### config.mk
export PLATFORM = sky130hd
export DESIGN_NAME = lsal_alert
export DESIGN_NICKNAME = d
export VERILOG_FILES = /design/src/lsal_pkg.sv /design/src/lsal_alert.sv
export SDC_FILE = /design/constraint.sdc
export NUM_CORES = 1
export LEC_CHECK = 0
export BUFFER_PORTS_ARGS = -buffer_cell sky130_fd_sc_hd__buf_2
export CORE_ASPECT_RATIO = 2
export CORE_MARGIN = 2
export CORE_UTILIZATION = 52
export CTS_CLUSTER_SIZE = 14
export DETAILED_ROUTE_END_ITERATION = 12
export HOLD_SLACK_MARGIN = 0.05
export PLACE_DENSITY = 0.79
export SLEW_MARGIN = 20
export SYNTH_ARGS = -nofsm -noshare
export SYNTH_HDL_FRONTEND = slang
export SYNTH_SLANG_ARGS = --single-unit
export TNS_END_PERCENT = 30
### constraint.sdc
create_clock -name clock_i -period 1.24 [get_ports clock_i]
set_input_delay 0.062 -clock clock_i [delete_from_list [all_inputs] [get_ports clock_i]]
set_output_delay 0.062 -clock clock_i [all_outputs]
set_load 0.02 [all_outputs]
### src/lsal_pkg.sv
package lsal_pkg;

  localparam logic [7:0] LSAL_ADDR_STATUS_ONE = 8'h41;
  localparam logic [7:0] LSAL_ADDR_STATUS_TWO = 8'h42;
  localparam logic [7:0] LSAL_ADDR_MASK_ONE   = 8'h74;
  localparam logic [7:0] LSAL_ADDR_MASK_TWO   = 8'h75;
  localparam logic [7:0] LSAL_ADDR_CONFIG_3   = 8'h78;

  // status one bit positions
  localparam int LSAL_S1_SUMMARY    = 7;
  localparam int LSAL_S1_REMOTE_TWO = 6;
  localparam int LSAL_S1_LOCAL      = 5;
  localparam int LSAL_S1_REMOTE_ONE = 4;
  localparam int LSAL_S1_MAIN_SUP   = 2;
  localparam int LSAL_S1_PROC_SUP   = 1;
  // mask one puts the processor supply at bit 0
  localparam int LSAL_M1_PROC_SUP   = 0;

  // status two / mask two bit positions
  localparam int LSAL_S2_DIODE_TWO  = 7;
  localparam int LSAL_S2_DIODE_ONE  = 6;
  localparam int LSAL_S2_FAN_FOUR   = 5;
  localparam int LSAL_S2_FAN_THREE  = 4;
  localparam int LSAL_S2_FAN_TWO    = 3;
  localparam int LSAL_S2_FAN_ONE    = 2;
  localparam int LSAL_S2_OVERTEMP   = 1;

  localparam int LSAL_CFG3_ALERT_EN = 0;

  localparam logic [7:0] LSAL_ZERO_BYTE = 8'h00;
  // bits that exist in each register
  localparam logic [7:0] LSAL_S1_IMPL = 8'h76;
  localparam logic [7:0] LSAL_S2_IMPL = 8'hFE;
  localparam logic [7:0] LSAL_M1_IMPL = 8'hF5;
  localparam logic [7:0] LSAL_M2_IMPL = 8'hFE;
  localparam logic [7:0] LSAL_C3_IMPL = 8'h01;

  // one condition line per source, from the comparators upstream
  typedef struct packed {
    logic remote_two_temp;
    logic local_temp;
    logic remote_one_temp;
    logic main_supply;
    logic processor_supply;
    logic diode_two;
    logic diode_one;
    logic fan_four;
    logic timer_over;
    logic fan_three;
    logic fan_two;
    logic fan_one;
    logic overtemp;
  } lsal_cond_t;

  typedef struct packed {
    logic       wr;
    logic       rd;
    logic [7:0] addr;
    logic [7:0] wdata;
  } lsal_req_t;

  typedef enum logic {
    LSAL_PIN_ALT_A,
    LSAL_PIN_ALT_B
  } lsal_pin_sel_t;

endpackage

### src/lsal_alert.sv
`timescale 1ns/1ps
// Overview of operation
// RULE1: flag sets when its channel's comparison reports out of limit
// RULE2: set flag holds until its register is read with cause gone
// RULE3: status one bit 7 reads 1 while any status two flag set
// RULE4: status one bits 6,5,4,2,1: remote two, local, remote one, supplies
// RULE5: status two bits 7 and 6 flag diode two and diode one faults
// RULE6: status two bits 4,3,2 flag fans three, two, one too slow
// RULE7: status two bit 5 flags fan four, or timer over in timer mode
// RULE8: status two bit 1 flags any overtemperature limit exceeded
// RULE9: flags set regardless of mask bits
// RULE10: mask bit 1 only blocks its source from alert; masks at 0x74, 0x75
// RULE11: mask one bits 7,6,5,4,2,0: summary, temps, main, processor supply
// RULE12: alert low while out of limit and until flag register is read
// RULE13: alert can be routed to one of two multifunction pins
// RULE14: host reads return current sticky flag contents
// RULE15: host masks offending source, polls, unmasks once flag clears
// RULE16: mask two bits 7..1 gate diodes, fan four/timer, fans, overtemp
// RULE17: alert disabled after reset until configuration three bit 0 set
// RULE18: alert when unmasked status one flag or unmasked summary set
module lsal_alert
  import lsal_pkg::*;
(
  input  wire logic          clock_i,
  input  wire logic          rst_i,
  input  wire lsal_cond_t    cond_i,
  input  wire logic          cmp_valid_i,
  input  wire logic          timer_mode_i,
  input  wire lsal_pin_sel_t pin_sel_i,
  input  wire lsal_req_t     req_i,
  output logic [7:0]         rdata_o,
  output logic               rvalid_o,
  output logic               alert_a_n_o,
  output logic               alert_b_n_o
);

  logic [7:0] status_one_r, status_one_nxt;
  logic [7:0] status_two_r, status_two_nxt;
  logic [7:0] mask_one_r,   mask_one_nxt;
  logic [7:0] mask_two_r,   mask_two_nxt;
  logic [7:0] config_3_r,   config_3_nxt;
  logic [7:0] rdata_r,      rdata_nxt;
  logic       rvalid_r,     rvalid_nxt;
  logic       alert_a_n_r,  alert_a_n_nxt;
  logic       alert_b_n_r,  alert_b_n_nxt;

  logic [7:0] raw_one;
  logic [7:0] raw_two;
  logic       summary;
  logic       alert_req;

  // sticky update: set wins over a read clear, a read only drops bits
  // whose cause is absent
  function automatic logic [7:0] sticky_next(
    input logic [7:0] cur,
    input logic [7:0] raw,
    input logic       valid,
    input logic       rd_hit
  );
    logic [7:0] set_v;
    logic [7:0] keep;
    set_v = valid ? raw : LSAL_ZERO_BYTE;
    keep  = rd_hit ? (cur & raw) : cur;
    return keep | set_v;
  endfunction

  function automatic logic req_hit(
    input lsal_req_t r,
    input logic [7:0] a
  );
    return r.addr == a;
  endfunction

  always_comb begin
    raw_one = LSAL_ZERO_BYTE;
    raw_one[LSAL_S1_REMOTE_TWO] = cond_i.remote_two_temp; // RULE4
    raw_one[LSAL_S1_LOCAL]      = cond_i.local_temp;
    raw_one[LSAL_S1_REMOTE_ONE] = cond_i.remote_one_temp;
    raw_one[LSAL_S1_MAIN_SUP]   = cond_i.main_supply;
    raw_one[LSAL_S1_PROC_SUP]   = cond_i.processor_supply;
    raw_two = LSAL_ZERO_BYTE;
    raw_two[LSAL_S2_DIODE_TWO]  = cond_i.diode_two; // RULE5
    raw_two[LSAL_S2_DIODE_ONE]  = cond_i.diode_one;
    // RULE7
    raw_two[LSAL_S2_FAN_FOUR]   = timer_mode_i ? cond_i.timer_over
                                               : cond_i.fan_four;
    raw_two[LSAL_S2_FAN_THREE]  = cond_i.fan_three; // RULE6
    raw_two[LSAL_S2_FAN_TWO]    = cond_i.fan_two;
    raw_two[LSAL_S2_FAN_ONE]    = cond_i.fan_one;
    raw_two[LSAL_S2_OVERTEMP]   = cond_i.overtemp; // RULE8
  end

  // status flags ignore the masks entirely
  always_comb begin
    status_one_nxt = sticky_next(status_one_r, raw_one, cmp_valid_i,
      req_i.rd && req_hit(req_i, LSAL_ADDR_STATUS_ONE)); // RULE1 RULE2 RULE9
    status_two_nxt = sticky_next(status_two_r, raw_two, cmp_valid_i,
      req_i.rd && req_hit(req_i, LSAL_ADDR_STATUS_TWO)); // RULE1 RULE2 RULE9
  end

  assign summary = |status_two_r; // RULE3

  always_comb begin
    mask_one_nxt = mask_one_r;
    mask_two_nxt = mask_two_r;
    config_3_nxt = config_3_r;
    if (req_i.wr) begin
      unique case (req_i.addr)
        LSAL_ADDR_MASK_ONE: mask_one_nxt = req_i.wdata & LSAL_M1_IMPL;
        LSAL_ADDR_MASK_TWO: mask_two_nxt = req_i.wdata & LSAL_M2_IMPL;
        LSAL_ADDR_CONFIG_3: config_3_nxt = req_i.wdata & LSAL_C3_IMPL;
        default: ;
      endcase
    end
  end

  // reads return the flags as held before this cycle's clear
  always_comb begin
    rvalid_nxt = req_i.rd;
    rdata_nxt  = rdata_r;
    if (req_i.rd) begin
      unique case (req_i.addr)
        LSAL_ADDR_STATUS_ONE: begin
          rdata_nxt = status_one_r & LSAL_S1_IMPL; // RULE14
          rdata_nxt[LSAL_S1_SUMMARY] = summary; // RULE3
        end
        LSAL_ADDR_STATUS_TWO: rdata_nxt = status_two_r & LSAL_S2_IMPL; // RULE14
        LSAL_ADDR_MASK_ONE:   rdata_nxt = mask_one_r;
        LSAL_ADDR_MASK_TWO:   rdata_nxt = mask_two_r;
        LSAL_ADDR_CONFIG_3:   rdata_nxt = config_3_r;
        default:              rdata_nxt = LSAL_ZERO_BYTE;
      endcase
    end
  end

  // second-bank flags pass their own mask and then the summary mask
  always_comb begin
    logic one_hit;
    logic two_hit;
    one_hit =
      (status_one_r[LSAL_S1_REMOTE_TWO] & ~mask_one_r[LSAL_S1_REMOTE_TWO]) |
      (status_one_r[LSAL_S1_LOCAL]      & ~mask_one_r[LSAL_S1_LOCAL]) |
      (status_one_r[LSAL_S1_REMOTE_ONE] & ~mask_one_r[LSAL_S1_REMOTE_ONE]) |
      (status_one_r[LSAL_S1_MAIN_SUP]   & ~mask_one_r[LSAL_S1_MAIN_SUP]) |
      (status_one_r[LSAL_S1_PROC_SUP]   &
       ~mask_one_r[LSAL_M1_PROC_SUP]); // RULE11 RULE10
    two_hit = |(status_two_r & ~mask_two_r & LSAL_S2_IMPL); // RULE16
    alert_req = one_hit |
      (two_hit & ~mask_one_r[LSAL_S1_SUMMARY]); // RULE18 RULE12
  end

  always_comb begin
    alert_a_n_nxt = 1'b1;
    alert_b_n_nxt = 1'b1;
    if (config_3_r[LSAL_CFG3_ALERT_EN] && alert_req) begin // RULE17
      unique case (pin_sel_i) // RULE13
        LSAL_PIN_ALT_A: alert_a_n_nxt = 1'b0;
        LSAL_PIN_ALT_B: alert_b_n_nxt = 1'b0;
      endcase
    end
  end

  always_ff @(posedge clock_i or posedge rst_i) begin
    if (rst_i) begin
      status_one_r <= LSAL_ZERO_BYTE;
      status_two_r <= LSAL_ZERO_BYTE;
      mask_one_r   <= LSAL_ZERO_BYTE;
      mask_two_r   <= LSAL_ZERO_BYTE;
      config_3_r   <= LSAL_ZERO_BYTE;
      rdata_r      <= LSAL_ZERO_BYTE;
      rvalid_r     <= 1'b0;
      alert_a_n_r  <= 1'b1;
      alert_b_n_r  <= 1'b1;
    end else begin
      status_one_r <= status_one_nxt;
      status_two_r <= status_two_nxt;
      mask_one_r   <= mask_one_nxt;
      mask_two_r   <= mask_two_nxt;
      config_3_r   <= config_3_nxt;
      rdata_r      <= rdata_nxt;
      rvalid_r     <= rvalid_nxt;
      alert_a_n_r  <= alert_a_n_nxt;
      alert_b_n_r  <= alert_b_n_nxt;
    end
  end

  assign rdata_o     = rdata_r;
  assign rvalid_o    = rvalid_r;
  assign alert_a_n_o = alert_a_n_r;
  assign alert_b_n_o = alert_b_n_r;
endmodule

Word-level counts from Yosys, hierarchy flattened --
Cells that the tools add are included.
Word-level totals: bits in registers 41, bits of input ports 36, output and inout bits 11, logic and storage cells 55
Cells by class: reductions and logical operators 8, muxes and demuxes 10, bitwise gates (word level) 23, equal/unequal tests 5
Operators with widths (count):
- $eq A8 B7 Y1 const B | 5
- $pmux W8 S5 | 1
- $mux W8 | 3
- $and A8 B8 Y8 | 2
- $and A8 B7 Y8 | 1
- $not A8 Y8 | 1
- $or A8 B7 Y8 | 1
- $or A8 B8 Y8 | 1
- $reduce_or A8 Y1 | 1
- $mux W7 | 1
- $reduce_or A7 Y1 | 1
- $and A1 B1 Y1 | 6
- $not A1 Y1 | 6
- $reduce_and A2 Y1 | 3
- $mux W1 | 5
- $or A1 B1 Y1 | 5
- $logic_and A1 B1 Y1 | 3

Logic depth before layout (Yosys ltp) --
Gate-level depths: netlist (run 1).
depth after elaboration 9, gate-level depth with buffers 5, depth with buffers taken out 4

Least setup slack after synthesis (run 1) --
Ideal clock, no wire load.
path kind flip-flop to flip-flop, start point register status_two_r[3], end point register alert_a_n_r (netlist: alert_a_n_o), cell stages (with the launch flop) 5, data required time 1.159 ns, slack 0.121 ns, period minus slack after synthesis 1.119 ns, buffers on the path 0, library setup time 0.081 ns, arrival 1.038 ns, path through dfrtp_1 inv_1 o221ai_1 or3_1 a32oi_1
On the way: word-level cells in the longest chain between the ends 6
Ends and longest elaborated chain:
- start: declaration | RTL line lsal_alert.sv:38 | logic [7:0] status_two_r, status_two_nxt;
- start signal: assignment | RTL line lsal_alert.sv:176 | status_two_r <= status_two_nxt;
- $and A8 B8 Y8 | RTL line lsal_alert.sv:147 | two_hit = |(status_two_r & ~mask_two_r & LSAL_S2_IMPL);
- $reduce_or A7 Y1 | RTL line lsal_alert.sv:147
- $and A1 B1 Y1 | RTL line lsal_alert.sv:149 | (two_hit & ~mask_one_r[LSAL_S1_SUMMARY]);
- $or A1 B1 Y1 | RTL line lsal_alert.sv:148 | alert_req = one_hit |
- $logic_and A1 B1 Y1 | RTL line lsal_alert.sv:155 | if (config_3_r[LSAL_CFG3_ALERT_EN] && alert_req) begin
- $mux W1 | RTL line lsal_alert.sv:155
- via alert_a_n_nxt | RTL line lsal_alert.sv:44 | logic alert_a_n_r, alert_a_n_nxt;
- end signal: assignment | RTL line lsal_alert.sv:182 | alert_a_n_r <= alert_a_n_nxt;
- end: declaration | RTL line lsal_alert.sv:44
The timed path passes the listed nets, and every way through them passes these cells. A chain may end at the register's enable or synchronous reset.

Final worst setup path (run 1) --
start point register status_two_r[3], end point register alert_b_n_r (netlist: alert_b_n_o)
On the way: word-level cells in the longest chain between the ends 6
Ends and longest elaborated chain:
- $and A8 B8 Y8 | RTL line lsal_alert.sv:147
- $reduce_or A7 Y1 | RTL line lsal_alert.sv:147
- $and A1 B1 Y1 | RTL line lsal_alert.sv:149
- $or A1 B1 Y1 | RTL line lsal_alert.sv:148
- $logic_and A1 B1 Y1 | RTL line lsal_alert.sv:155
- $mux W1 | RTL line lsal_alert.sv:155
- via alert_b_n_nxt | RTL line lsal_alert.sv:45 | logic alert_b_n_r, alert_b_n_nxt;
- end signal: assignment | RTL line lsal_alert.sv:183 | alert_b_n_r <= alert_b_n_nxt;
- end: declaration | RTL line lsal_alert.sv:45
The timed path passes the listed nets, and every way through them passes these cells.

==> results of run 1 <==
## cells in the mapped netlist, drive strengths merged
cell    count
a21oi      20
a222oi      1
a22o        2
a22oi       4
a31oi       1
a32oi       3
and2b       1
buf         1
clkbuf      3
dfrtp      35
dfstp       2
inv        12
mux2       17
nand2       4
nand2b      5
nand3       5
nand4       1
nand4b      1
nor2       20
nor2b      10
nor3        8
nor3b       2
nor4        2
nor4b       1
o21ai      10
o221ai      1
o22ai       2
or3         1
## registers in the layout, summed over array words and instances, names as in the netlist
signal and count:
mask_two_r 7, alert_b_n_o 1, rvalid_o 1, config_3_r 1
mask_one_r 6, status_two_r 7, rdata_o 8, status_one_r 5
alert_a_n_o 1
## how the worst min path moves through the flow
| stage | from | endpoint | slack (ps) | cells after the start |
|---|---|---|---|---|
| 2_1_floorplan | req_i[16] | rvalid_o$_DFF_PP0_ | 90 | 0 |
| 3_3_place_gp | rst_i | status_one_r[5]$_DFF_PP0_ | 190 | 3 |
| 3_5_place_dp | rst_i | status_one_r[6]$_DFF_PP0_ | 190 | 3 |
| 4_1_cts | cond_i[10] | status_one_r[4]$_DFF_PP0_ | 50 | 3 |
| 5_1_grt | cond_i[10] | status_one_r[4]$_DFF_PP0_ | 100 | 3 |
| 6_report | cond_i[10] | status_one_r[4]$_DFF_PP0_ | 60 | 3 |
## metal layers
| layer | part of all wire (%) | global-route usage [%] | vias to the layer above |
|---|---|---|---|
| met2 | 57 | 45.2 | 51 |
| met4 | 4.3 | 17.9 | 0 |
| li1 | - | - | 785 |
| met3 | 4.3 | 4.77 | 18 |
| met1 | 35 | 26.6 | 777 |
| met5 | 0 | 0 | - |
## where the power goes
| part | internal (mW) | switching [mW] |
|---|---|---|
| sequential | 1.24 | 0.0233 |
| combinational | 0.155 | 0.151 |
| clock | 0.799 | 0.434 |
| total | 2.19 | 0.608 |
## critical path, stage by stage, from the launching register on
cell,delay [ps]
sky130_fd_sc_hd__dfrtp_1,420
sky130_fd_sc_hd__inv_2,70
sky130_fd_sc_hd__o221ai_1,120
sky130_fd_sc_hd__or3_1,390
sky130_fd_sc_hd__a32oi_1,170
## cell families after synthesis
| logic type | count (synthesis) |
|---|---|
| compound gates | 44 |
| buf+inv | 16 |
| flops | 37 |
| mux | 17 |
| simple gates | 61 |
## timing repair
| item | in CTS | in global routing |
|---|---|---|
| resized for setup | 1 | 6 |
| gates cloned | 0 | 0 |
| endpoints found under the setup margin | 1 | 3 |
| endpoints found under the hold margin | 61 | 0 |
| hold buffers | 21 | 0 |
| pin swaps | 0 | 2 |
## area by class of cell
cell class	count	area, sq um	share of cell area, %
clock buffer	5	68.8	2.72
clock inverter	3	65.1	2.57
tap	32	40.0	1.58
timing repair buffer	80	538	21.3
inverter	12	45.0	1.78
sequential	37	928	36.7
multi-input combinational	122	843	33.3
## stage by stage
step | util, % | worst slack, ps | total power [mW] | cell area (sq um) | setup TNS, ps
6_report | 74.9 | -0.0500 | 2.80 | 2530 | -0.0500
5_1_grt | 74.9 | -106 | 2.90 | 2530 | -209
4_1_cts | 74.2 | -1.65 | 2.82 | 2510 | -1.65
3_5_place_dp | 64.0 | -23.0 | 1.54 | 2160 | -99.6
3_3_place_gp | 64.0 | 10.5 | 1.53 | 2160 | 0
2_1_floorplan | - | 121 | 1.40 | 1810 | 0
==> parameters.txt, run 1 <==
Parameter                              Value

Status
  Status ... complete, but fails checks
  Violations in the final reports ... setup timing

Synth
  Number of distinct library cell variants in the gate-level netlist after synthesis ... 36
  Ys Warns ... 0
  Complex-gate fraction of the synthesized area ... 14.4%
  Part of the Yosys area used for sequential elements ... 51.3%
  Main combinational cell family by area after synthesis ... simple AND/OR/NAND/NOR gates
  Parity-gate share of the synthesized area counting xor and xnor cells ... 0%
  Share of the synthesized area in the top cell type ... 48.4%
  Post-Synthesis Mean Instance Area ... 10.3 sq um
  Syn nets ... 211
  Cell types with the largest area share after synthesis ... sky130_fd_sc_hd__dfrtp_1 (48%), sky130_fd_sc_hd__mux2_2 (6.2%), sky130_fd_sc_hd__a21oi_1 (5.5%)
  Post-Synth Adder-Cell Area ... 0%
  Mapped Area ... 1810 sq um
  Cell taking the most area after synthesis ... sky130_fd_sc_hd__dfrtp_1
  Simple logic cell fraction of the synthesized area ... 20.3%
  Post-Syn Instances ... 175
  #FFs+latches synth ... 37
  Multiplexer share of the synthesized area ... 10.6%

Routing
  Total length of routed wires ... 4.62 mm
  Post-DRT Antenna Nets ... 0
  Post-route DRC violation count ... 0
  Wire length per cell after detailed routing ... 15.9 um
  Via count ... 1631
  Mean number of vias per cell ... 5.60
  Initial drt markers ... 34
  TritonRoute pass-1 iters ... 4

Critical path
  Reg2reg start ... status_two_r[3]$_DFF_PP0_
  Endpoint type of the worst setup path ... register
  Arrival time worst endpoint ... 1460 ps
  Critical Setup Path Class ... reg2reg
  Data required time of the critical path ... 1460 ps
  FF-to-FF End ... alert_b_n_o$_DFF_PP1_
  Critical Path End ... alert_b_n_o$_DFF_PP1_
  Startpoint class of the critical path ... register
  Origin of the worst setup path ... status_two_r[3]$_DFF_PP0_
  R2R depth ... 4
  Register-to-Register Setup Slack ... -0.05 ps
  Worst Path Max Fanout ... 3

Placement
  Post-Place Cells ... 262
  Global placer's final weighted congestion ... 0.855
  Post-DP HPWL ... 3.33 mm
  Buffers added on ports ... 46

Timing
  Final critical path time including I/O delays and setup ... 1240 ps
  Measured slew at the worst slew-check pin ... 459 ps
  Setup violators final ... 1
  Post-route worst hold slack ... 58.9 ps
  Final period util ... 100%
  Final clock skew ... 4.67 ps
  Highest attainable clock frequency ... 806 MHz
  Final hold violations ... 0
  Pins over their slew limit ... 0
  Setup repair after global routing missed its margin ... yes
  Worst Slack Setup Final ... -0.0500 ps
  Max_slew headroom ... 69.4%

Die
  Initial cell density of the core ... 53.6%
  Die Height ... 87.4 um
  # IOs ... 47
  Die area ... 4000 sq um
  Horizontal die dimension ... 45.7 um
  Std-Cell Core Area ... 3380 sq um
  Placement row count ... 30

Cells and area
  Filler instances ... 241
  Layout Cells excl Fill ... 291
  Final-stage net count ... 294
  Commonest non-fill, non-tap cells in the layout ... sky130_fd_sc_hd__buf_2 (46), sky130_fd_sc_hd__dfrtp_1 (35), sky130_fd_sc_hd__dlygate4sd3_1 (21), sky130_fd_sc_hd__nor2_1 (20), sky130_fd_sc_hd__a21oi_1 (19)
  Diodes inserted ... 0
  Share of cells above drive strength 1 ... 35.9%
  Commonest non-fill, non-tap cell in the layout ... sky130_fd_sc_hd__buf_2
  Relative area change from synthesis to final layout ... 39.7%

Pwr
  Maximum resistive drop on vdd ... 0.00128 V
  Reported leakage power ... 1.21 nW
  Pwr Density ... 1110 nW/um^2

CTS
  Number of buffers on the longest clock path ... 2
  Inserted Clock Buffers ... 5
  Number of sinks on the clock net ... 37
  Cell at the root of the clock tree ... sky130_fd_sc_hd__clkbuf_8
  Number of setup buffers added after CTS ... 0
  Clk slew on worst S/H paths ... 70 ps
  Clock tree from TritonCTS ... yes
  Latest clock arrival within the worst-skew pair ... 300 ps
  CTS H-tree depth ... 2

Run
  Number of max-cap violations ... 0

GRT
  Largest net degree at the start of global routing ... 38
  GRT Total Usage ... 26.2%
  Gr ovfl total ... 0
  Number of antenna violations at the first check in global routing ... 0
  Via count of the first global-routing pass ... 1654
  First-pass GRT wire length ... 7.48 mm

Min path
  Type of the worst min-delay path ... in2reg
(Power assumes the default switching activity.)
==> run 2, diff against run 1 <==
==> constraint.sdc (replaced) <==
create_clock -name clock_i -period 1.3 [get_ports clock_i]
set_input_delay 0.065 -clock clock_i [delete_from_list [all_inputs] [get_ports clock_i]]
set_output_delay 0.065 -clock clock_i [all_outputs]
set_load 0.02 [all_outputs]
==> run 2 against run 1 <==
Effect of this change: the flow now finishes without violations; worst hold slack better by 26 ps; combinational power down 6%; global-route usage down 0.36 points; sequential cell count unchanged; utilization down 2.0 points; setup slack better by 79 ps; critical endpoint is now alert_a_n_o$_DFF_PP1_; largest power group unchanged.
==> parameters.txt, run 2 (synthesis gave the netlist of run 1 again) <==
Parameter                              Value

GRT
  Via count of the first global-routing pass ... 1670 (+0.97%)
  Met2 usage in global routing ... 46.5% (+1.3 points)
  First-pass GRT wire length ... 7.40 mm (-1.0%)
  Met1 GRT Util ... 27.1% (+0.57 points)
  Number of antenna violations at the first check in global routing ... 0 (unchanged)
  GRT Total Usage ... 25.8% (-0.36 points)
  Largest net degree at the start of global routing ... 38 (unchanged)
  M3 GR Usage ... 6.22% (+1.5 points)
  Gr ovfl total ... 0 (unchanged)
  GRT Max-Usage Layer ... met2

Timing
  Setup repair after global routing missed its margin ... yes
  Highest attainable clock frequency ... 819 MHz (+1.6%)
  Measured slew at the worst slew-check pin ... 452 ps (-7.15 ps)
  Setup violators final ... 0 (-1)
  Final period util ... 93.9% (-6.1 points)
  Worst Slack Setup Final ... 79.4 ps (+79.5 ps)
  Pins over their slew limit ... 0 (unchanged)
  Final clock skew ... 8.21 ps (+3.54 ps)
  Post-route worst hold slack ... 85.0 ps (+26.1 ps)
  Final hold violations ... 0 (unchanged)
  Max_slew headroom ... 69.9% (+0.48 points)
  Final critical path time including I/O delays and setup ... 1220 ps (-19.5 ps)

Min path
  Type of the worst min-delay path ... in2reg
  Hold path startpoint ... req_i[16]

Die
  Placement row count ... 30 (unchanged)
  Die Height ... 87.4 um (unchanged)
  Std-Cell Core Area ... 3380 sq um (unchanged)
  Die area ... 4000 sq um (unchanged)
  # IOs ... 47 (unchanged)
  Horizontal die dimension ... 45.7 um (unchanged)
  Initial cell density of the core ... 53.6% (unchanged)

Cells and area
  Post-route design area ... 2460 sq um (-2.6%)
  Diodes inserted ... 0 (unchanged)
  Relative area change from synthesis to final layout ... 36.0%
  Number of flip-flops in the largest register ... 8 (unchanged)
  Share of cells above drive strength 1 ... 34.4% (-1.5 points)
  Final-stage net count ... 294 (unchanged)
  Commonest non-fill, non-tap cell in the layout ... sky130_fd_sc_hd__buf_2
  Commonest non-fill, non-tap cells in the layout ... sky130_fd_sc_hd__buf_2 (46), sky130_fd_sc_hd__dfrtp_1 (34), sky130_fd_sc_hd__dlygate4sd3_1 (21), sky130_fd_sc_hd__a21oi_1 (20), sky130_fd_sc_hd__nor2_1 (20)
  Final design utilization ... 72.9% (-2.0 points)

Routing
  Via count ... 1613 (-1.1%)
  Initial drt markers ... 34 (unchanged)
  Wire length per cell after detailed routing ... 15.4 um (-2.9%)
  Post-route DRC violation count ... 0 (unchanged)
  Mean number of vias per cell ... 5.54 (-1.1%)
  Post-DRT Antenna Nets ... 0 (unchanged)
  TritonRoute pass-1 iters ... 4 (unchanged)
  Total length of routed wires ... 4.48 mm (-2.9%)

Placement
  Post-DP HPWL ... 3.24 mm (-2.6%)
  Post-detailed-placement cell area ... 2150 sq um (-0.69%)
  Buffers added on ports ... 46 (unchanged)
  Global placer's final weighted congestion ... 0.869 (+1.6%)
  Pre-CTS setup slack ... -8.50 ps (+14.5 ps)

Pwr
  Pwr Density ... 916 nW/um^2 (-17%)
  Maximum resistive drop on vdd ... 0.000879 V (-31%)
  Total Power ... 2.25 mW (-20%)
  Reported leakage power ... 1.19 nW (-2.0%)

Critical path
  Critical Setup Path Class ... reg2reg
  Arrival time worst endpoint ... 1440 ps (-20 ps)
  Cell type group with the largest total delay on the critical path ... flip-flops
  Endpoint type of the worst setup path ... register
  Reg2reg start ... status_two_r[3]$_DFF_PP0_
  Critical path's slowest cell ... sky130_fd_sc_hd__dfrtp_1
  Worst Path Max Fanout ... 3 (unchanged)
  Origin of the worst setup path ... status_two_r[3]$_DFF_PP0_
  Crit-path max cell delay ... 400 ps (-20 ps)
  Chain of cells forming the critical path ... inv_1 > o221ai_1 > or3_1 > a32oi_1
  Data required time of the critical path ... 1520 ps (+60 ps)
  Startpoint class of the critical path ... register
  Buffering stage count on the worst path with inverters included ... 1 (unchanged)

CTS
  Latest clock arrival within the worst-skew pair ... 290 ps (about the same)
  Number of buffers on the longest clock path ... 2 (unchanged)
  Cell at the root of the clock tree ... sky130_fd_sc_hd__clkbuf_8
  Inserted Clock Buffers ... 5 (unchanged)
  Clock tree from TritonCTS ... yes
  Number of sinks on the clock net ... 37 (unchanged)
  Clk slew on worst S/H paths ... 70 ps (about the same)
  CTS H-tree depth ... 2 (unchanged)

Status
  Status ... complete, no violations

Run
  Number of max-cap violations ... 0 (unchanged)
==> run 2: per-layer routing <==
metal,wire [um],vias up
li1,-,787
met1,1600,779
met2,2670,41
met3,145,6
met4,66,0
met5,0,-
==> run 2: what timing repair did <==
action / in CTS / in global routing
hold buffers: 21 / 0
hold endpoints to repair: 62 / 0
setup buffers: 0 / 2
endpoints found under the setup margin: 0 / 3
resized for setup: 0 / 4
==> run 2: power by group <==
| part | switching [mW] | total (mW) | internal (mW) |
|---|---|---|---|
| logic | 0.142 | 0.288 | 0.147 |
| clock network | 0.390 | 0.761 | 0.371 |
| registers | 0.0214 | 1.21 | 1.18 |
==> run 2: worst paths after layout <==
check	slack, ps	cells past startpoint	to
max	80	4	alert_a_n_o$_DFF_PP1_
min	90	2	rdata_o[1]$_DFFE_PP0P_
max reg2reg	80	4	alert_a_n_o$_DFF_PP1_
min reg2reg	510	1	mask_one_r[6]$_DFFE_PP0P_
max in group asynchronous	550	4	alert_b_n_o$_DFF_PP1_
min in group asynchronous	410	4	status_one_r[4]$_DFF_PP0_
==> run 2: cell type report <==
type                            instances  area [sq um]
Sequential cell                        37           930
Fill cell                             251           916
Timing Repair Buffer                   80           538
Clock inverter                          2          10.0
Multi-Input combinational cell        122           827
Inverter                               12          45.0
Tap cell                               32          40.0
Clock buffer                            6          72.6
==> run 2: worst reg2reg max path, stage by stage, from the launching register on <==
cell,delay (ps)
sky130_fd_sc_hd__dfrtp_1,400
sky130_fd_sc_hd__inv_1,100
sky130_fd_sc_hd__o221ai_1,120
sky130_fd_sc_hd__or3_1,340
sky130_fd_sc_hd__a32oi_1,180
==> run 2: metrics by stage <==
stage	TNS, ps	instances
floorplan	0	175
global placement	0	260
detailed placement	-30.9	260
CTS	0	289
global route	-16.6	291
finish	0	291
==> run 3, diff against run 2 <==
--- a/config.mk
+++ b/config.mk
@@ -5,10 +5,11 @@
 export SDC_FILE = /design/constraint.sdc
 export NUM_CORES = 1
 export LEC_CHECK = 0
+export ABC_AREA = 1
 export BUFFER_PORTS_ARGS = -buffer_cell sky130_fd_sc_hd__buf_2
 export CORE_ASPECT_RATIO = 2
 export CORE_MARGIN = 2
-export CORE_UTILIZATION = 52
+export CORE_UTILIZATION = 53
 export CTS_CLUSTER_SIZE = 14
 export DETAILED_ROUTE_END_ITERATION = 12
 export HOLD_SLACK_MARGIN = 0.05
==> run 3 against run 2 <==
Effect of this change: final area is 5.9% higher; largest power group unchanged; utilization is 0.60 points lower; synthesized cell count increased by 38%; register-to-register slack improved by 100 ps; sequential cell count unchanged; non-clock buffer count fell by 8; highest routed layer unchanged; combinational power grew 8.3%; sequential share of layout area is 2.1 points lower; clock power increased by 15%.
==> parameters.txt, run 3 <==
Parameter                              Value

Placement
  Pre-CTS setup slack ... 136 ps (+145 ps)
  Post-detailed-placement cell area ... 2290 sq um (+6.5%)
  Post-DP HPWL ... 3.66 mm (+13%)
  Global placer's final weighted congestion ... 0.885 (+1.9%)
  Buffers added on ports ... 46 (unchanged)

Critical path
  Reg2reg start ... status_two_r[6]$_DFF_PP0_
  FF-to-FF End ... alert_b_n_o$_DFF_PP1_
  Register-to-Register Setup Slack ... 180 ps (+100 ps)
  Critical Setup Path Class ... reg2reg
  Origin of the worst setup path ... status_two_r[6]$_DFF_PP0_
  Library cell appearing most often on the critical path ... sky130_fd_sc_hd__nand2_1
  Data required time of the critical path ... 1530 ps (about the same)
  Worst Path Max Fanout ... 5 (+2)
  Critical path's slowest cell ... sky130_fd_sc_hd__dfrtp_1
  Startpoint class of the critical path ... register
  Crit-path max cell delay ... 460 ps (+60 ps)
  Cell type group with the largest total delay on the critical path ... simple AND/OR/NAND/NOR gates
  Critical Path End ... alert_b_n_o$_DFF_PP1_
  R2R depth ... 7 (+3)
  Critical path depth ... 7 (+3)
  Chain of cells forming the critical path ... nand2_1 > o21ai_0 > nor2_1 > nand2_1 > nand2_1 > nand2_1 > nand3_1
  Endpoint type of the worst setup path ... register
  Arrival time worst endpoint ... 1350 ps (-90 ps)
  Buffering stage count on the worst path with inverters included ... 0 (-1)

Cells and area
  Diodes inserted ... 0 (unchanged)
  Final-stage net count ... 351 (+19%)
  Post-route design area ... 2610 sq um (+5.9%)
  Commonest non-fill, non-tap cells in the layout ... sky130_fd_sc_hd__nand2_1 (63), sky130_fd_sc_hd__buf_2 (46), sky130_fd_sc_hd__dfrtp_1 (35), sky130_fd_sc_hd__o21ai_0 (32), sky130_fd_sc_hd__nand3_1 (24)
  Number of flip-flops in the largest register ... 8 (unchanged)
  Share of cells above drive strength 1 ... 28.2% (-6.2 points)
  Filler instances ... 307 (+22%)
  Relative area change from synthesis to final layout ... 30.1%
  Commonest non-fill, non-tap cell in the layout ... sky130_fd_sc_hd__nand2_1
  Final design utilization ... 72.3% (-0.60 points)

Synth
  Share of the synthesized area in the top cell type ... 43.7% (-4.7 points)
  Part of the Yosys area used for sequential elements ... 46.3% (-5.0 points)
  Number of distinct library cell variants in the gate-level netlist after synthesis ... 24 (-33%)
  Share of flip-flops with an asynchronous set or reset ... 100% (unchanged)
  Leading register cell type out of synthesis ... sky130_fd_sc_hd__dfrtp_1
  Cell taking the most area after synthesis ... sky130_fd_sc_hd__dfrtp_1
  Syn nets ... 277 (+31%)
  Post-Syn Instances ... 241 (+38%)
  #FFs+latches synth ... 37 (unchanged)
  Post-Synthesis Mean Instance Area ... 8.32 sq um (-20%)
  Ys Warns ... 0 (unchanged)
  Top cell types by occurrence after synthesis ... sky130_fd_sc_hd__nand2_1 (63), sky130_fd_sc_hd__dfrtp_1 (35), sky130_fd_sc_hd__o21ai_0 (32)
  Most common cell in the netlist ... sky130_fd_sc_hd__nand2_1
  EDFF count, synth ... 0 (unchanged)
  Cell types with the largest area share after synthesis ... sky130_fd_sc_hd__dfrtp_1 (44%), sky130_fd_sc_hd__nand2_1 (12%), sky130_fd_sc_hd__o21ai_0 (8.0%)
  Mapped Area ... 2000 sq um (+11%)

GRT
  GRT Max-Usage Layer ... met2
  M3 GR Usage ... 4.17% (-2.0 points)
  Gr ovfl total ... 0 (unchanged)
  GRT Total Usage ... 25.2% (-0.62 points)
  Met2 usage in global routing ... 43.0% (-3.5 points)
  Number of antenna violations at the first check in global routing ... 0 (unchanged)
  Met1 GRT Util ... 28.1% (+0.93 points)
  First-pass GRT wire length ... 7.84 mm (+5.9%)
  Largest net degree at the start of global routing ... 38 (unchanged)
  Via count of the first global-routing pass ... 1779 (+6.5%)

Timing
  Final critical path time including I/O delays and setup ... 1120 ps (-100 ps)
  Pins over their slew limit ... 0 (unchanged)
  Highest attainable clock frequency ... 893 MHz (+9.0%)
  Setup violators final ... 0 (unchanged)
  Final period util ... 86.2% (-7.7 points)
  Final clock skew ... 8.11 ps (-0.105 ps)
  Measured slew at the worst slew-check pin ... 455 ps (+3.20 ps)
  Worst Slack Setup Final ... 180 ps (+100 ps)
  Max_slew headroom ... 69.7% (-0.21 points)
  Setup repair after global routing missed its margin ... no
  Final hold violations ... 0 (unchanged)
  Setup TNS ... 0 ps (unchanged)

Routing
  Initial drt markers ... 29 (-15%)
  Via count ... 1840 (+14%)
  Wire length per cell after detailed routing ... 13.3 um (-14%)
  Total length of routed wires ... 4.85 mm (+8.2%)
  Post-DRT Antenna Nets ... 0 (unchanged)
  Post-route DRC violation count ... 0 (unchanged)
  TritonRoute pass-1 iters ... 4 (unchanged)
  Mean number of vias per cell ... 5.04 (-9.1%)

Status
  Status ... complete, no violations

CTS
  Number of setup buffers added after CTS ... 0 (unchanged)
  Latest clock arrival within the worst-skew pair ... 290 ps (about the same)
  Clock tree from TritonCTS ... yes
  Clk slew on worst S/H paths ... 70 ps (about the same)
  CTS H-tree depth ... 2 (unchanged)
  Number of sinks on the clock net ... 37 (unchanged)
  Inserted Clock Buffers ... 5 (unchanged)
  Cell at the root of the clock tree ... sky130_fd_sc_hd__clkbuf_8
  Number of buffers on the longest clock path ... 2 (unchanged)
  Resized cells post-CTS ... 0 (unchanged)

Die
  Horizontal die dimension ... 47.5 um (+3.8%)
  Placement row count ... 31 (+3.3%)
  # IOs ... 47 (unchanged)
  Die area ... 4320 sq um (+8.0%)
  Initial cell density of the core ... 55.6% (+2.0 points)
  Std-Cell Core Area ... 3610 sq um (+6.8%)
  Die Height ... 91.0 um (+4.0%)

Min path
  Worst Hold Depth ... 3 (+1)
  Type of the worst min-delay path ... in2reg

Pwr
  Pwr Density ... 920 nW/um^2 (+0.47%)
  Maximum resistive drop on vdd ... 0.00101 V (+15%)
  Reported leakage power ... 1.39 nW (+17%)

Run
  Number of max-cap violations ... 0 (unchanged)
-- run 3: logic make-up after synthesis --
family / after synthesis / share of synthesized area, %
simple gates: 125 / 33.3
compound gates: 49 / 13.1
flops: 37 / 46.3
buf+inv: 30 / 7.30
-- run 3: how the worst min path moves through the flow --
stage               startpoint                   endpoint  slack (ps)
floorplan            req_i[16]         rvalid_o$_DFF_PP0_         100
global placement         rst_i  config_3_r[0]$_DFFE_PP0P_         190
detailed placement       rst_i     rdata_o[0]$_DFFE_PP0P_         190
CTS                  cond_i[4]  status_two_r[5]$_DFF_PP0_          70
global route         cond_i[4]  status_two_r[5]$_DFF_PP0_         110
finish               cond_i[4]  status_two_r[5]$_DFF_PP0_          70
-- run 3: worst reg2reg max path, stage by stage, from the launching register on --
cell	delay, ps
sky130_fd_sc_hd__dfrtp_1	460
sky130_fd_sc_hd__nand2_1	110
sky130_fd_sc_hd__o21ai_0	90
sky130_fd_sc_hd__nor2_1	100
sky130_fd_sc_hd__nand2_1	80
sky130_fd_sc_hd__nand2_1	60
sky130_fd_sc_hd__nand2_1	70
sky130_fd_sc_hd__nand3_1	90
-- run 3: layout make-up --
type | instances | area, sq um | share of cell area [%]
Clock inverter | 1 | 5.00 | 0.192
Multi-Input combinational cell | 174 | 930 | 35.7
Tap cell | 49 | 61.3 | 2.35
Timing Repair Buffer | 72 | 493 | 18.9
Sequential cell | 37 | 928 | 35.6
Clock buffer | 7 | 96.3 | 3.69
Inverter | 25 | 93.8 | 3.60
-- run 3: what timing repair did --
action                     4_1_cts  5_1_grt
hold endpoints to repair        63        0
setup endpoints to repair        0        0
hold buffers                    22        0
-- run 3: per-stage QoR --
stage	hold slack, ps	power (mW)	std cells
finish	69.2	2.40	365
global placement	189	1.49	335
CTS	68.1	2.41	365
detailed placement	192	1.49	335
global route	112	2.50	365
floorplan	96.4	1.38	241
-- run 3: layer usage --
layer	routed length, um	vias up	part of all wire (%)
met5	0	-	0
met4	152	0	3.1
li1	-	929	-
met2	2750	51	57
met1	1780	847	37
met3	174	13	3.6
-- run 3: power breakdown --
group / leakage, nW / internal (mW) / switching [mW]
combinational: 0.931 / 0.139 / 0.172
sequential: 0.407 / 1.19 / 0.0221
clock: 0.0542 / 0.479 / 0.398
